<file path="src/verilog/mio_pkg.sv">
// Constants for the multiplexed I/O port set
package mio_pkg;
  // Register offsets
  localparam logic [11:0] P0_DATA_OFS  = 12'h000;
  localparam logic [11:0] P1_DATA_OFS  = 12'h001;
  localparam logic [11:0] P2_DATA_OFS  = 12'h002;
  localparam logic [11:0] P3_DATA_OFS  = 12'h003;
  localparam logic [11:0] P4_DATA_OFS  = 12'h004;
  localparam logic [11:0] P5_DATA_OFS  = 12'h005;
  localparam logic [11:0] P6_DATA_OFS  = 12'h006;
  localparam logic [11:0] P0_DIR_OFS   = 12'h00a;
  localparam logic [11:0] P1_DIR_OFS   = 12'h00b;
  localparam logic [11:0] P4_DIR_OFS   = 12'h00c;
  localparam logic [11:0] P5_DIR_OFS   = 12'h00d;
  localparam logic [11:0] P6_DIR_OFS   = 12'h00e;
  localparam logic [11:0] P1_ALT_OFS   = 12'h010;
  localparam logic [11:0] P3_ALT_OFS   = 12'h011;
  localparam logic [11:0] P4_ALT_OFS   = 12'h012;
  localparam logic [11:0] P5_ALT_OFS   = 12'h013;
  localparam logic [11:0] P6_SEL_OFS   = 12'hf91;
  // Reset values
  localparam logic [7:0]  DIR_PORT_RST = 8'h00;
  localparam logic [2:0]  P2_LATCH_RST = 3'h7;
  localparam logic [6:0]  P3_LATCH_RST = 7'h7f;
  localparam logic [7:0]  ALT_RST      = 8'h00;
  // Bits that may carry an alternate output
  localparam logic [7:0]  P1_ALT_MASK  = 8'h18;
  localparam logic [6:0]  P3_ALT_MASK  = 7'h70;
  localparam logic [7:0]  P5_ALT_MASK  = 8'h02;
  localparam logic [7:0]  P6_SEL_MASK  = 8'hf4;
  // Field positions
  localparam int P1_IRQ0_BIT  = 0;
  localparam int P1_IRQ1_BIT  = 1;
  localparam int P1_IRQ2_BIT  = 2;
  localparam int P1_DIV_BIT   = 3;
  localparam int P1_PULSE_BIT = 4;
  localparam int P1_T2_BIT    = 5;
  localparam int P2_IRQ5_BIT  = 0;
  localparam int P3_IRQ3_BIT  = 0;
  localparam int P3_T3_BIT    = 1;
  localparam int P3_IRQ4_BIT  = 2;
  localparam int P3_T4_BIT    = 3;
  localparam int P3_SCL_BIT   = 4;
  localparam int P3_SDA_BIT   = 5;
  localparam int P3_SCK_BIT   = 6;
  localparam int P4_HIRES_BIT = 0;
  localparam int P5_PWM_BIT   = 1;
  localparam int P6_TVID_BIT  = 2;
  localparam int P6_RED_BIT   = 4;
  localparam int P6_BLANK_BIT = 7;
endpackage

</file>
<file path="src/verilog/mio_port.sv">
// One port: output latch, direction and registered pin drive
`timescale 1ns/100ps
module mio_port #(
  parameter int             W         = 8,
  parameter bit             HAS_DIR   = 1'b1,
  parameter logic [W-1:0]   LATCH_RST = '0
) (
  // Clock and reset
  input  wire logic         clk_in,
  input  wire logic         srst_in,
  // Register writes
  input  wire logic         data_we_in,
  input  wire logic         dir_we_in,
  input  wire logic [W-1:0] wdata_in,
  // Alternate function
  input  wire logic [W-1:0] alt_en_in,
  input  wire logic [W-1:0] alt_val_in,
  // State and pin
  output logic      [W-1:0] latch_out,
  output logic      [W-1:0] dir_out,
  output logic      [W-1:0] pin_out,
  output logic      [W-1:0] pin_oe_out
);
  logic [W-1:0] latch_ff;
  logic [W-1:0] dir_ff;
  logic [W-1:0] out_ff;
  logic [W-1:0] oe_ff;
  logic [W-1:0] nxt_out;

  always_ff @(posedge clk_in) begin
    if (srst_in) begin
      latch_ff <= LATCH_RST;
    end else if (data_we_in) begin
      latch_ff <= wdata_in;
    end
  end

  always_ff @(posedge clk_in) begin
    if (srst_in || !HAS_DIR) begin
      dir_ff <= '0;
    end else if (dir_we_in) begin
      dir_ff <= wdata_in;
    end
  end

  genvar i;
  for (i = 0; i < W; i++) begin : g_bit
    assign nxt_out[i] = alt_en_in[i] ? (alt_val_in[i] & latch_ff[i]) : latch_ff[i];

    always_ff @(posedge clk_in) begin
      if (srst_in) begin
        out_ff[i] <= LATCH_RST[i];
        oe_ff[i]  <= 1'b0;
      end else begin
        out_ff[i] <= nxt_out[i];
        // Latch-only ports pull low only, so a 1 lets the pin be read
        oe_ff[i]  <= HAS_DIR ? dir_ff[i] : ~nxt_out[i];
      end
    end
  end

  assign latch_out  = latch_ff;
  assign dir_out    = dir_ff;
  assign pin_out    = out_ff;
  assign pin_oe_out = oe_ff;
endmodule

</file>
<file path="src/verilog/mio_sync.sv">
// Two-stage synchroniser for pin inputs
`timescale 1ns/100ps
module mio_sync #(
  parameter int W = 8
) (
  // Clock and reset
  input  wire logic         clk_in,
  input  wire logic         srst_in,
  // Data
  input  wire logic [W-1:0] d_in,
  output logic      [W-1:0] q_out
);
  logic [W-1:0] meta_ff;
  logic [W-1:0] q_ff;

  // First stage feeds only the second
  always_ff @(posedge clk_in) begin
    if (srst_in) begin
      meta_ff <= '0;
      q_ff    <= '0;
    end else begin
      meta_ff <= d_in;
      q_ff    <= meta_ff;
    end
  end

  assign q_out = q_ff;
endmodule

</file>
<file path="src/verilog/mio_top.sv">
// Multiplexed general-purpose I/O port set
`timescale 1ns/100ps
module mio_top (
  // Clock and reset
  input  wire logic        clk_in,
  input  wire logic        srst_in,
  // Register access
  input  wire logic [11:0] addr_in,
  input  wire logic        wr_in,
  input  wire logic        rd_in,
  input  wire logic [7:0]  wdata_in,
  output logic      [7:0]  rdata_out,
  // Port pins
  input  wire logic [7:0]  p0_in,
  output logic      [7:0]  p0_out,
  output logic      [7:0]  p0_oe_out,
  input  wire logic [7:0]  p1_in,
  output logic      [7:0]  p1_out,
  output logic      [7:0]  p1_oe_out,
  input  wire logic [2:0]  p2_in,
  output logic      [2:0]  p2_out,
  output logic      [2:0]  p2_oe_out,
  input  wire logic [6:0]  p3_in,
  output logic      [6:0]  p3_out,
  output logic      [6:0]  p3_oe_out,
  input  wire logic [7:0]  p4_in,
  output logic      [7:0]  p4_out,
  output logic      [7:0]  p4_oe_out,
  input  wire logic [7:0]  p5_in,
  output logic      [7:0]  p5_out,
  output logic      [7:0]  p5_oe_out,
  input  wire logic [7:0]  p6_in,
  output logic      [7:0]  p6_out,
  output logic      [7:0]  p6_oe_out,
  // Peripheral outputs to pins
  input  wire logic        pulse_gen_out_in,
  input  wire logic        divider_out_in,
  input  wire logic        serial0_clock_pin_in,
  input  wire logic        serial0_data_or_out_in,
  input  wire logic        serial0_clk_or_in_in,
  input  wire logic        hires_pwm_out_in,
  input  wire logic [6:0]  lores_pwm_in,
  input  wire logic        p5_pwm_in,
  input  wire logic        display_blank_out_in,
  input  wire logic [2:0]  display_bgr_in,
  input  wire logic        test_video_out_in,
  // Pin inputs to peripherals
  output logic             ext_irq_zero_out,
  output logic             ext_irq_one_out,
  output logic             irq2_out,
  output logic             timer1_in_out,
  output logic             timer2_count_in_out,
  output logic             irq5_out,
  output logic             wake_out,
  output logic             irq3_out,
  output logic             remote_in_out,
  output logic             timer3_in_out,
  output logic             irq4_out,
  output logic             timer4_in_out,
  output logic             serial0_clock_rx_out,
  output logic             serial0_data_rx_out,
  output logic             serial0_clk_rx_out
);
  logic [7:0] p1_alt_ff;
  logic [6:0] p3_alt_ff;
  logic [7:0] p4_alt_ff;
  logic [7:0] p5_alt_ff;
  logic [7:0] p6_sel_ff;
  logic [7:0] rdata_ff;
  logic [7:0] nxt_rdata;
  logic [7:0] lat0, lat1, lat4, lat5, lat6;
  logic [7:0] dir0, dir1, dir4, dir5, dir6;
  logic [2:0] lat2;
  logic [6:0] lat3;
  logic [7:0] s0, s1, s4, s5, s6;
  logic [2:0] s2;
  logic [6:0] s3;
  logic [7:0] p1_alt_val, p4_alt_val, p5_alt_val, p6_alt_val;
  logic [6:0] p3_alt_val;

  // Alternate function enables
  always_ff @(posedge clk_in) begin
    if (srst_in) begin
      p1_alt_ff <= mio_pkg::ALT_RST;
      p3_alt_ff <= mio_pkg::ALT_RST[6:0];
      p4_alt_ff <= mio_pkg::ALT_RST;
      p5_alt_ff <= mio_pkg::ALT_RST;
      p6_sel_ff <= mio_pkg::ALT_RST;
    end else if (wr_in) begin
      if (addr_in == mio_pkg::P1_ALT_OFS) begin
        p1_alt_ff <= wdata_in;
      end
      if (addr_in == mio_pkg::P3_ALT_OFS) begin
        p3_alt_ff <= wdata_in[6:0];
      end
      if (addr_in == mio_pkg::P4_ALT_OFS) begin
        p4_alt_ff <= wdata_in;
      end
      if (addr_in == mio_pkg::P5_ALT_OFS) begin
        p5_alt_ff <= wdata_in;
      end
      if (addr_in == mio_pkg::P6_SEL_OFS) begin
        p6_sel_ff <= wdata_in;
      end
    end
  end

  assign p1_alt_val = {3'h0, pulse_gen_out_in, divider_out_in, 3'h0};
  // serial pins open-drain on port 3
  assign p3_alt_val = {serial0_clock_pin_in, serial0_data_or_out_in, serial0_clk_or_in_in, 4'h0};
  assign p4_alt_val = {lores_pwm_in, hires_pwm_out_in};
  assign p5_alt_val = {6'h00, p5_pwm_in, 1'b0};
  assign p6_alt_val = {display_blank_out_in, display_bgr_in, 1'b0, test_video_out_in, 2'h0};

  mio_port #(.W(8), .HAS_DIR(1'b1), .LATCH_RST(mio_pkg::DIR_PORT_RST)) u_p0 (
    .clk_in(clk_in), .srst_in(srst_in),
    .data_we_in(wr_in && addr_in == mio_pkg::P0_DATA_OFS),
    .dir_we_in(wr_in && addr_in == mio_pkg::P0_DIR_OFS), .wdata_in(wdata_in),
    .alt_en_in(8'h00), .alt_val_in(8'h00),
    .latch_out(lat0), .dir_out(dir0), .pin_out(p0_out), .pin_oe_out(p0_oe_out));
  mio_port #(.W(8), .HAS_DIR(1'b1), .LATCH_RST(mio_pkg::DIR_PORT_RST)) u_p1 (
    .clk_in(clk_in), .srst_in(srst_in),
    .data_we_in(wr_in && addr_in == mio_pkg::P1_DATA_OFS),
    .dir_we_in(wr_in && addr_in == mio_pkg::P1_DIR_OFS), .wdata_in(wdata_in),
    .alt_en_in(p1_alt_ff & mio_pkg::P1_ALT_MASK), .alt_val_in(p1_alt_val),
    .latch_out(lat1), .dir_out(dir1), .pin_out(p1_out), .pin_oe_out(p1_oe_out));
  mio_port #(.W(3), .HAS_DIR(1'b0), .LATCH_RST(mio_pkg::P2_LATCH_RST)) u_p2 (
    .clk_in(clk_in), .srst_in(srst_in),
    .data_we_in(wr_in && addr_in == mio_pkg::P2_DATA_OFS),
    .dir_we_in(1'b0), .wdata_in(wdata_in[2:0]),
    .alt_en_in(3'h0), .alt_val_in(3'h0),
    .latch_out(lat2), .dir_out(), .pin_out(p2_out), .pin_oe_out(p2_oe_out));
  mio_port #(.W(7), .HAS_DIR(1'b0), .LATCH_RST(mio_pkg::P3_LATCH_RST)) u_p3 (
    .clk_in(clk_in), .srst_in(srst_in),
    .data_we_in(wr_in && addr_in == mio_pkg::P3_DATA_OFS),
    .dir_we_in(1'b0), .wdata_in(wdata_in[6:0]),
    .alt_en_in(p3_alt_ff & mio_pkg::P3_ALT_MASK), .alt_val_in(p3_alt_val),
    .latch_out(lat3), .dir_out(), .pin_out(p3_out), .pin_oe_out(p3_oe_out));
  mio_port #(.W(8), .HAS_DIR(1'b1), .LATCH_RST(mio_pkg::DIR_PORT_RST)) u_p4 (
    .clk_in(clk_in), .srst_in(srst_in),
    .data_we_in(wr_in && addr_in == mio_pkg::P4_DATA_OFS),
    .dir_we_in(wr_in && addr_in == mio_pkg::P4_DIR_OFS), .wdata_in(wdata_in),
    .alt_en_in(p4_alt_ff), .alt_val_in(p4_alt_val),
    .latch_out(lat4), .dir_out(dir4), .pin_out(p4_out), .pin_oe_out(p4_oe_out));
  mio_port #(.W(8), .HAS_DIR(1'b1), .LATCH_RST(mio_pkg::DIR_PORT_RST)) u_p5 (
    .clk_in(clk_in), .srst_in(srst_in),
    .data_we_in(wr_in && addr_in == mio_pkg::P5_DATA_OFS),
    .dir_we_in(wr_in && addr_in == mio_pkg::P5_DIR_OFS), .wdata_in(wdata_in),
    .alt_en_in(p5_alt_ff & mio_pkg::P5_ALT_MASK), .alt_val_in(p5_alt_val),
    .latch_out(lat5), .dir_out(dir5), .pin_out(p5_out), .pin_oe_out(p5_oe_out));
  mio_port #(.W(8), .HAS_DIR(1'b1), .LATCH_RST(mio_pkg::DIR_PORT_RST)) u_p6 (
    .clk_in(clk_in), .srst_in(srst_in),
    .data_we_in(wr_in && addr_in == mio_pkg::P6_DATA_OFS),
    .dir_we_in(wr_in && addr_in == mio_pkg::P6_DIR_OFS), .wdata_in(wdata_in),
    .alt_en_in(p6_sel_ff & mio_pkg::P6_SEL_MASK), .alt_val_in(p6_alt_val),
    .latch_out(lat6), .dir_out(dir6), .pin_out(p6_out), .pin_oe_out(p6_oe_out));

  // Pins are asynchronous to the core
  mio_sync #(.W(50)) u_sync (
    .clk_in(clk_in), .srst_in(srst_in),
    .d_in({p0_in, p1_in, p2_in, p3_in, p4_in, p5_in, p6_in}),
    .q_out({s0, s1, s2, s3, s4, s5, s6}));

  // Output bits read back the latch, input bits the pin; ports 2 and 3 always read the pin
  always_comb begin
    nxt_rdata = 8'h00;
    case (addr_in)
      mio_pkg::P0_DATA_OFS: nxt_rdata = (dir0 & lat0) | (~dir0 & s0);
      mio_pkg::P1_DATA_OFS: nxt_rdata = (dir1 & lat1) | (~dir1 & s1);
      mio_pkg::P2_DATA_OFS: nxt_rdata = {5'h00, s2};
      mio_pkg::P3_DATA_OFS: nxt_rdata = {1'b0, s3};
      mio_pkg::P4_DATA_OFS: nxt_rdata = (dir4 & lat4) | (~dir4 & s4);
      mio_pkg::P5_DATA_OFS: nxt_rdata = (dir5 & lat5) | (~dir5 & s5);
      mio_pkg::P6_DATA_OFS: nxt_rdata = (dir6 & lat6) | (~dir6 & s6);
      mio_pkg::P0_DIR_OFS:  nxt_rdata = dir0;
      mio_pkg::P1_DIR_OFS:  nxt_rdata = dir1;
      mio_pkg::P4_DIR_OFS:  nxt_rdata = dir4;
      mio_pkg::P5_DIR_OFS:  nxt_rdata = dir5;
      mio_pkg::P6_DIR_OFS:  nxt_rdata = dir6;
      mio_pkg::P1_ALT_OFS:  nxt_rdata = p1_alt_ff;
      mio_pkg::P3_ALT_OFS:  nxt_rdata = {1'b0, p3_alt_ff};
      mio_pkg::P4_ALT_OFS:  nxt_rdata = p4_alt_ff;
      mio_pkg::P5_ALT_OFS:  nxt_rdata = p5_alt_ff;
      mio_pkg::P6_SEL_OFS:  nxt_rdata = p6_sel_ff;
      default:              nxt_rdata = 8'h00;
    endcase
  end

  // Read data holds until the next read
  always_ff @(posedge clk_in) begin
    if (srst_in) begin
      rdata_ff <= 8'h00;
    end else if (rd_in) begin
      rdata_ff <= nxt_rdata;
    end
  end

  assign rdata_out            = rdata_ff;
  assign ext_irq_zero_out     = s1[mio_pkg::P1_IRQ0_BIT];
  assign ext_irq_one_out      = s1[mio_pkg::P1_IRQ1_BIT];
  assign irq2_out             = s1[mio_pkg::P1_IRQ2_BIT];
  assign timer1_in_out        = s1[mio_pkg::P1_IRQ2_BIT];
  assign timer2_count_in_out  = s1[mio_pkg::P1_T2_BIT];
  assign irq5_out             = s2[mio_pkg::P2_IRQ5_BIT];
  assign wake_out             = s2[mio_pkg::P2_IRQ5_BIT];
  // irq3 and remote share a pin
  assign irq3_out             = s3[mio_pkg::P3_IRQ3_BIT];
  assign remote_in_out        = s3[mio_pkg::P3_IRQ3_BIT];
  assign timer3_in_out        = s3[mio_pkg::P3_T3_BIT];
  assign irq4_out             = s3[mio_pkg::P3_IRQ4_BIT];
  assign timer4_in_out        = s3[mio_pkg::P3_T4_BIT];
  assign serial0_clock_rx_out = s3[mio_pkg::P3_SCK_BIT];
  assign serial0_data_rx_out  = s3[mio_pkg::P3_SDA_BIT];
  assign serial0_clk_rx_out   = s3[mio_pkg::P3_SCL_BIT];

  a_reset_no_drive: assert property (@(posedge clk_in)
    srst_in |=> (p0_oe_out == 8'h00 && p1_oe_out == 8'h00 && p4_oe_out == 8'h00
                 && p5_oe_out == 8'h00 && p6_oe_out == 8'h00))
    else $error("Pin driven after reset");

  a_quasi_reset: assert property (@(posedge clk_in)
    srst_in |=> (p2_oe_out == 3'h0 && p3_oe_out == 7'h00
                 && p2_out == mio_pkg::P2_LATCH_RST && p3_out == mio_pkg::P3_LATCH_RST))
    else $error("Latch-only port driven after reset");

  a_p0_dir_oe: assert property (@(posedge clk_in) disable iff (srst_in)
    p0_oe_out == $past(dir0))
    else $error("Port 0 enable does not follow direction");

  a_dir_sets_oe: assert property (@(posedge clk_in) disable iff (srst_in)
    p1_oe_out == $past(dir1))
    else $error("Port 1 enable does not follow direction");

  a_dir_write_oe: assert property (@(posedge clk_in) disable iff (srst_in)
    (wr_in && addr_in == mio_pkg::P4_DIR_OFS) |=> ##1 (p4_oe_out == $past(wdata_in, 2)))
    else $error("Port 4 direction write not applied");

  a_wake_pair: assert property (@(posedge clk_in) disable iff (srst_in)
    (!$past(srst_in) && !$past(srst_in, 2)) |-> (wake_out == $past(p2_in[0], 2) && irq5_out == wake_out))
    else $error("Wake and irq5 do not follow the pin");

  a_irq3_sync: assert property (@(posedge clk_in) disable iff (srst_in)
    (!$past(srst_in) && !$past(srst_in, 2)) |-> (irq3_out == $past(p3_in[0], 2) && remote_in_out == irq3_out))
    else $error("Irq3 path wrong");

  a_irq2_timer1: assert property (@(posedge clk_in) disable iff (srst_in)
    (!$past(srst_in) && !$past(srst_in, 2)) |-> (irq2_out == $past(p1_in[2], 2) && timer1_in_out == irq2_out))
    else $error("Irq2 timer1 path wrong");

  a_hires_pwm: assert property (@(posedge clk_in) disable iff (srst_in)
    (p4_alt_ff[0] && lat4[0]) |=> (p4_out[0] == $past(hires_pwm_out_in)))
    else $error("High-res PWM not on pin");

  a_lores_pwm: assert property (@(posedge clk_in) disable iff (srst_in)
    1'b1 |=> ((p4_out[7:1] & $past(p4_alt_ff[7:1])) == $past(lores_pwm_in & lat4[7:1] & p4_alt_ff[7:1])))
    else $error("Low-res PWM not on pins");

  a_serial_route: assert property (@(posedge clk_in) disable iff (srst_in)
    (&p3_alt_ff[6:4]) |=> (p3_out[6:4] == $past({serial0_clock_pin_in, serial0_data_or_out_in,
                                                 serial0_clk_or_in_in} & lat3[6:4])))
    else $error("Serial outputs not routed");

  a_display_route: assert property (@(posedge clk_in) disable iff (srst_in)
    (p6_sel_ff[7:4] == 4'hf) |=> (p6_out[7:4] == $past({display_blank_out_in, display_bgr_in} & lat6[7:4])))
    else $error("Display outputs not routed");

  a_test_video: assert property (@(posedge clk_in) disable iff (srst_in)
    p6_sel_ff[2] |=> (p6_out[2] == $past(test_video_out_in & lat6[2])))
    else $error("Test video not routed");

  a_latch_gates: assert property (@(posedge clk_in) disable iff (srst_in)
    (p1_alt_ff[4] && !lat1[4]) |=> !p1_out[4])
    else $error("Cleared latch did not force pin low");

  a_divider_pin: assert property (@(posedge clk_in) disable iff (srst_in)
    p1_alt_ff[3] |=> (p1_out[3] == $past(divider_out_in & lat1[3])))
    else $error("Divider output not gated by latch");
endmodule
</file>
<file path="config.mk">
export PLATFORM = sky130hd
export DESIGN_NAME = mio_top
export DESIGN_NICKNAME = d
export VERILOG_FILES = /design/src/verilog/mio_pkg.sv /design/src/verilog/mio_port.sv /design/src/verilog/mio_sync.sv /design/src/verilog/mio_top.sv
export SDC_FILE = /design/constraint.sdc
export NUM_CORES = 1
export LEC_CHECK = 0
export BUFFER_PORTS_ARGS = -buffer_cell sky130_fd_sc_hd__clkbuf_2
export CAP_MARGIN = 20
export CORE_ASPECT_RATIO = 0.75
export CORE_MARGIN = 2
export CORE_UTILIZATION = 29
export CTS_CLUSTER_DIAMETER = 80
export DETAILED_ROUTE_END_ITERATION = 12
export SYNTH_ARGS = -nofsm -noshare
export SYNTH_HDL_FRONTEND = slang
export SYNTH_HIERARCHICAL = 1
export SYNTH_SLANG_ARGS = --single-unit
</file>
<file path="constraint.sdc">
create_clock -name clk_in -period 6.7 [get_ports clk_in]
set_input_delay 1.34 -clock clk_in [delete_from_list [all_inputs] [get_ports clk_in]]
set_output_delay 1.34 -clock clk_in [all_outputs]
set_load 0.01 [all_outputs]
</file>
==> results of run 1 <==
-- final cells by class --
class                      count  area (um2)
tap                          595         744
sequential                   337        6750
inverter                      11        41.3
clock inverter                19         270
multi-input combinational    859        6220
timing repair buffer         230        1210
fill                        4674       29700
clock buffer                  50        1050
-- final timing paths --
kind                      startpoint           endpoint  slack, ns  cells after the start
hold reg to reg   u_sync/meta_ff[44]   u_sync/q_out[44]       0.43                      1
setup / recovery          addr_in[9]  u_p3/latch_out[5]       2.76                      8
hold / removal    u_sync/meta_ff[44]   u_sync/q_out[44]       0.43                      1
setup reg to reg     u_p1/dir_out[6]       rdata_out[6]       4.68                      5
-- layer usage --
metal / global-route usage [%] / wire, um
met4: 4.23 / 787
met1: 28.1 / 22800
met3: 5.38 / 3690
met5: 0 / 18
met2: 25.9 / 18300
-- power by group through the flow --
stage	clock network, mW	logic [mW]	registers [mW]
floorplan	0	0.145	2.09
finish	2.21	0.234	2.05
detailed placement	0	0.229	2.09
CTS	2.26	0.230	2.05
global placement	0	0.230	2.09
global route	2.34	0.250	2.05
-- placed cells by master, fill, tap and decap left out, types with 5 or more instances in the layout --
| cell type | instances |
|---|---|
| a211o_2 | 5 |
| mux2_2 | 7 |
| nand4_1 | 5 |
| clkbuf_2 | 214 |
| nor2_1 | 112 |
| a211o_1 | 6 |
| nand2_1 | 45 |
| conb_1 | 62 |
| a21o_1 | 11 |
| nor2b_1 | 111 |
| dfxtp_1 | 337 |
| nor3_1 | 9 |
| mux2i_1 | 139 |
| nand2b_1 | 17 |
| nor3b_2 | 40 |
| clkbuf_16 | 39 |
| a221oi_1 | 5 |
| o22ai_1 | 13 |
| clkbuf_1 | 8 |
| bufinv_16 | 6 |
| a32oi_1 | 6 |
| clkinv_2 | 5 |
| a22oi_1 | 7 |
| a21oi_1 | 39 |
| inv_1 | 11 |
| o32ai_1 | 5 |
| buf_4 | 14 |
| a311oi_1 | 6 |
| nor2b_2 | 54 |
| nor2b_4 | 33 |
| o21ai_0 | 25 |
| nand3_1 | 16 |
-- worst max-delay path, stage by stage --
cell      delay [ns]
clkbuf_2        0.10
or4_1           0.72
nor3_4          0.45
buf_4           0.28
nand2_1         0.25
nor3_2          0.80
nor2b_1         0.12
a211o_2         0.29
==> flow_summary.json, run 1 <==
{
  "status": "finished, final reports clean",
  "switching_share_pct": 23.0,
  "netlist_area_um2": 13500,
  "die_x_um": 253,
  "layoutNonFillerInstCount": 2101,
  "worstSkewPairLatency_ns": 0.54,
  "tightest_slew_ns": 1.19,
  "grt_overflow": 0,
  "slew_headroom_pct": 20.8,
  "critPathRequiredTime_ns": 7.13,
  "rsz0062_at_grt": "false",
  "route.detailed.wl_per_inst_um": 21.7,
  "first_iter_violations": 830,
  "syn_avg_cell_area_um2": 11.0,
  "intPower_mw": 3.46,
  "power_frac_comb_pct": 5.2,
  "power_switching_mw": 1.03,
  "cts_root_buffer": "clkbuf_16",
  "antenna_cells": 0,
  "seq_power_share_pct": 45.6,
  "layout_min_cycle_time_ns": 3.94,
  "row_count": 68,
  "fmax_ghz": 0.254,
  "io_buffers": 215,
  "fp.coreArea_um2": 45900,
  "io_pins": 216,
  "hold_viol": 0,
  "place_area_um2": 15000,
  "power.share.clock_pct": 49.2,
  "fin_nets": 1570,
  "place_hpwl_um": 32800,
  "drt_first_pass_iters": 5,
  "cp_data_arrival_time_ns": 4.36,
  "setup_slack_ns": 2.76,
  "fin_tns_setup_ns": 0,
  "dp.cells": 2032,
  "synth_cells": 1223,
  "cp-start-kind": "input pin",
  "clock_path_buffers": 3,
  "hold_path.class": "reg -> reg",
  "vias": 9855,
  "drive_gt1_share_pct": 29.9,
  "die_y_um": 191,
  "vdd_drop_max_mv": 0.164,
  "crit_fanout": 14,
  "area_growth_pct": 21.0,
  "grt_max_degree": 90,
  "cp-end-kind": "flip-flop",
  "cellPowerDensity_nw_per_um2": 276,
  "drc": 0,
  "grt_pass1_wl_um": 66000,
  "criticalPathCategory": "in -> reg",
  "cts_buffers": 38,
  "leakagePower_nw": 6.36,
  "holdWs_ns": 0.430,
  "cap_violations": 0,
  "fin_util_pct": 35.4,
  "place_ws_ns": 2.24,
  "setup-violations-final": 0,
  "cts_hold_buf": 0,
  "antenna_found_initial": 1,
  "clock_sinks": 337,
  "fin_worst_skew_ns": 0.0128,
  "grt_usage_pct": 18.7,
  "clkTransAtPathRegs_ns": 0.06,
  "p_total_mw": 4.49,
  "cts-htree-levels": 2,
  "finish.instance_area_um2": 16300,
  "drv_slew": 0,
  "cts_setup_buffers": 0,
  "start_util_pct": 29.3,
  "grt_pass1_vias": 9717,
  "yosysWarnings": 6,
  "place_congestion": 0.890,
  "period_share_pct": 58.8,
  "ctsResizeCount": 0,
  "vias_per_cell": 4.69,
  "die_area_um2": 48200,
  "ant_nets": 0,
  "cts_tree": "done",
  "wirelength_um": 45500
}
Note: power is estimated with default switching activity, not from simulation.
==> run 2, diff against run 1 <==
ABC_AREA = 1   (was default)
clock period = 3.2 ns   (was 6.7 ns; I/O delays follow)
==> flow_summary.json, run 2 <==
{
  "status": "finished, final reports clean",
  "layoutNonFillerInstCount": 2737,
  "fin_nets": 2175,
  "start_util_pct": 29.6,
  "final_cell_mix": "nand2_1 (403), nor2_1 (387), dfxtp_1 (337), inv_1 (287), clkbuf_2 (214)",
  "grt_pass1_vias": 10700,
  "syn_avg_cell_area_um2": 7.55,
  "setup-violations-final": 0,
  "place_hpwl_um": 32600,
  "use_met3_pct": 4.33,
  "die_x_um": 255,
  "place_congestion": 0.933,
  "leakagePower_nw": 7.53,
  "row_count": 68,
  "fin_tns_setup_ns": 0,
  "yosysWarnings": 6,
  "clock_path_buffers": 3,
  "vias": 11700,
  "route.detailed.wl_per_inst_um": 15.7,
  "use_met2_pct": 25.4,
  "drt_first_pass_iters": 5,
  "met1_usage_pct": 25.3,
  "ctsResizeCount": 0,
  "fp.coreArea_um2": 46400,
  "grt_max_degree": 46,
  "drive_gt1_share_pct": 19.0,
  "criticalPathCategory": "in -> reg",
  "worstSkewPairLatency_ns": 0.54,
  "slowest_stage": "nor3_1",
  "layout_min_cycle_time_ns": 1.98,
  "cts_setup_buffers": 0,
  "clkTransAtPathRegs_ns": 0.06,
  "cap_violations": 0,
  "critPathMaxStageDelay_ns": 0.72,
  "grt_pass1_wl_um": 63700,
  "cts_hold_buf": 0,
  "grt.busiest_layer": "met2",
  "cts_root_buffer": "clkbuf_16",
  "io_pins": 216,
  "die_y_um": 192,
  "crit_fanout": 21,
  "cellPowerDensity_nw_per_um2": 540,
  "wirelength_um": 43100,
  "vdd_drop_max_mv": 0.270,
  "drv_slew": 0,
  "final_common_cell": "nand2_1",
  "cp-end-kind": "flip-flop",
  "io_buffers": 215,
  "grt_overflow": 0,
  "critPathRequiredTime_ns": 3.62,
  "rsz0062_at_grt": "false",
  "fmax_ghz": 0.504,
  "drc": 0,
  "slew_headroom_pct": 45.7,
  "cts-htree-levels": 2,
  "cp-start-kind": "input pin",
  "cp_data_arrival_time_ns": 2.40,
  "hold_path.class": "in -> reg",
  "antenna_found_initial": 1,
  "netlist_area_um2": 13700,
  "dp.cells": 2673,
  "area_growth_pct": 19.7,
  "tightest_slew_ns": 0.814,
  "grt_usage_pct": 17.3,
  "synth_cells": 1816,
  "hold_viol": 0,
  "cts_buffers": 37,
  "holdPathStages": 3,
  "fill_cells": 4918,
  "fin_worst_skew_ns": 0.00997,
  "fin_util_pct": 35.4,
  "first_iter_violations": 913,
  "cts_tree": "done",
  "ant_nets": 0,
  "clock_sinks": 337,
  "period_share_pct": 62.0,
  "die_area_um2": 49100,
  "crit_chain": "clkbuf_2 -> inv_1 -> nor3_1 -> inv_2 -> nand2_1 -> nand3_2",
  "vias_per_cell": 4.27,
  "r2r_cells": 7
}
run 2: critical path: cells and delay by family:
kind / cells / cell delay (ns)
buffers and inverters: 3 / 0.86
and+or+nand+nor: 3 / 0.89
run 2: cell type report:
class                      count  area (um2)  area share, %
antenna                        1        2.50         0.0152
clock buffer                  46        1040           6.35
timing repair buffer         235        1240           7.58
inverter                     308        1200           7.33
sequential                   337        6750           41.1
multi-input combinational   1163        5240           31.9
tap                          630         788           4.80
clock inverter                17         141          0.861
run 2: power by group:
group | switching (mW) | total, mW | internal (mW) | leakage, nW
Sequential | 0.0261 | 4.29 | 4.26 | 2.74
Combinational | 0.290 | 0.420 | 0.130 | 4.22
Clock | 1.75 | 4.16 | 2.41 | 0.573
run 2: final timing paths:
kind                       from            endpoint  slack (ns)
max                       wr_in   u_p2/latch_out[2]        1.22
min reg2reg  u_sync/meta_ff[10]    u_sync/q_out[10]        0.40
max reg2reg     u_p5/dir_out[0]        rdata_out[0]        1.67
min                    p3_in[5]  u_sync/meta_ff[29]        0.29
run 2: stage by stage:
| step | power (mW) | area (um2) | hold slack, ns | setup slack, ns |
|---|---|---|---|---|
| after floorplan | 4.65 | 13900 | 0.388 | 1.21 |
| after global placement | 4.80 | 15200 | 0.392 | 0.719 |
| after detailed placement | 4.80 | 15200 | 0.392 | 0.683 |
| after CTS | 9.00 | 16400 | 0.268 | 1.24 |
| after global routing | 9.21 | 16400 | 0.283 | 1.03 |
| final | 8.87 | 16400 | 0.293 | 1.22 |
run 2: routing by layer:
layer  share of wire, %  wire length (um)
met4                1.6               691
met5              0.033                14
met1                 48             20800
met2                 42             17900
met3                8.4              3600
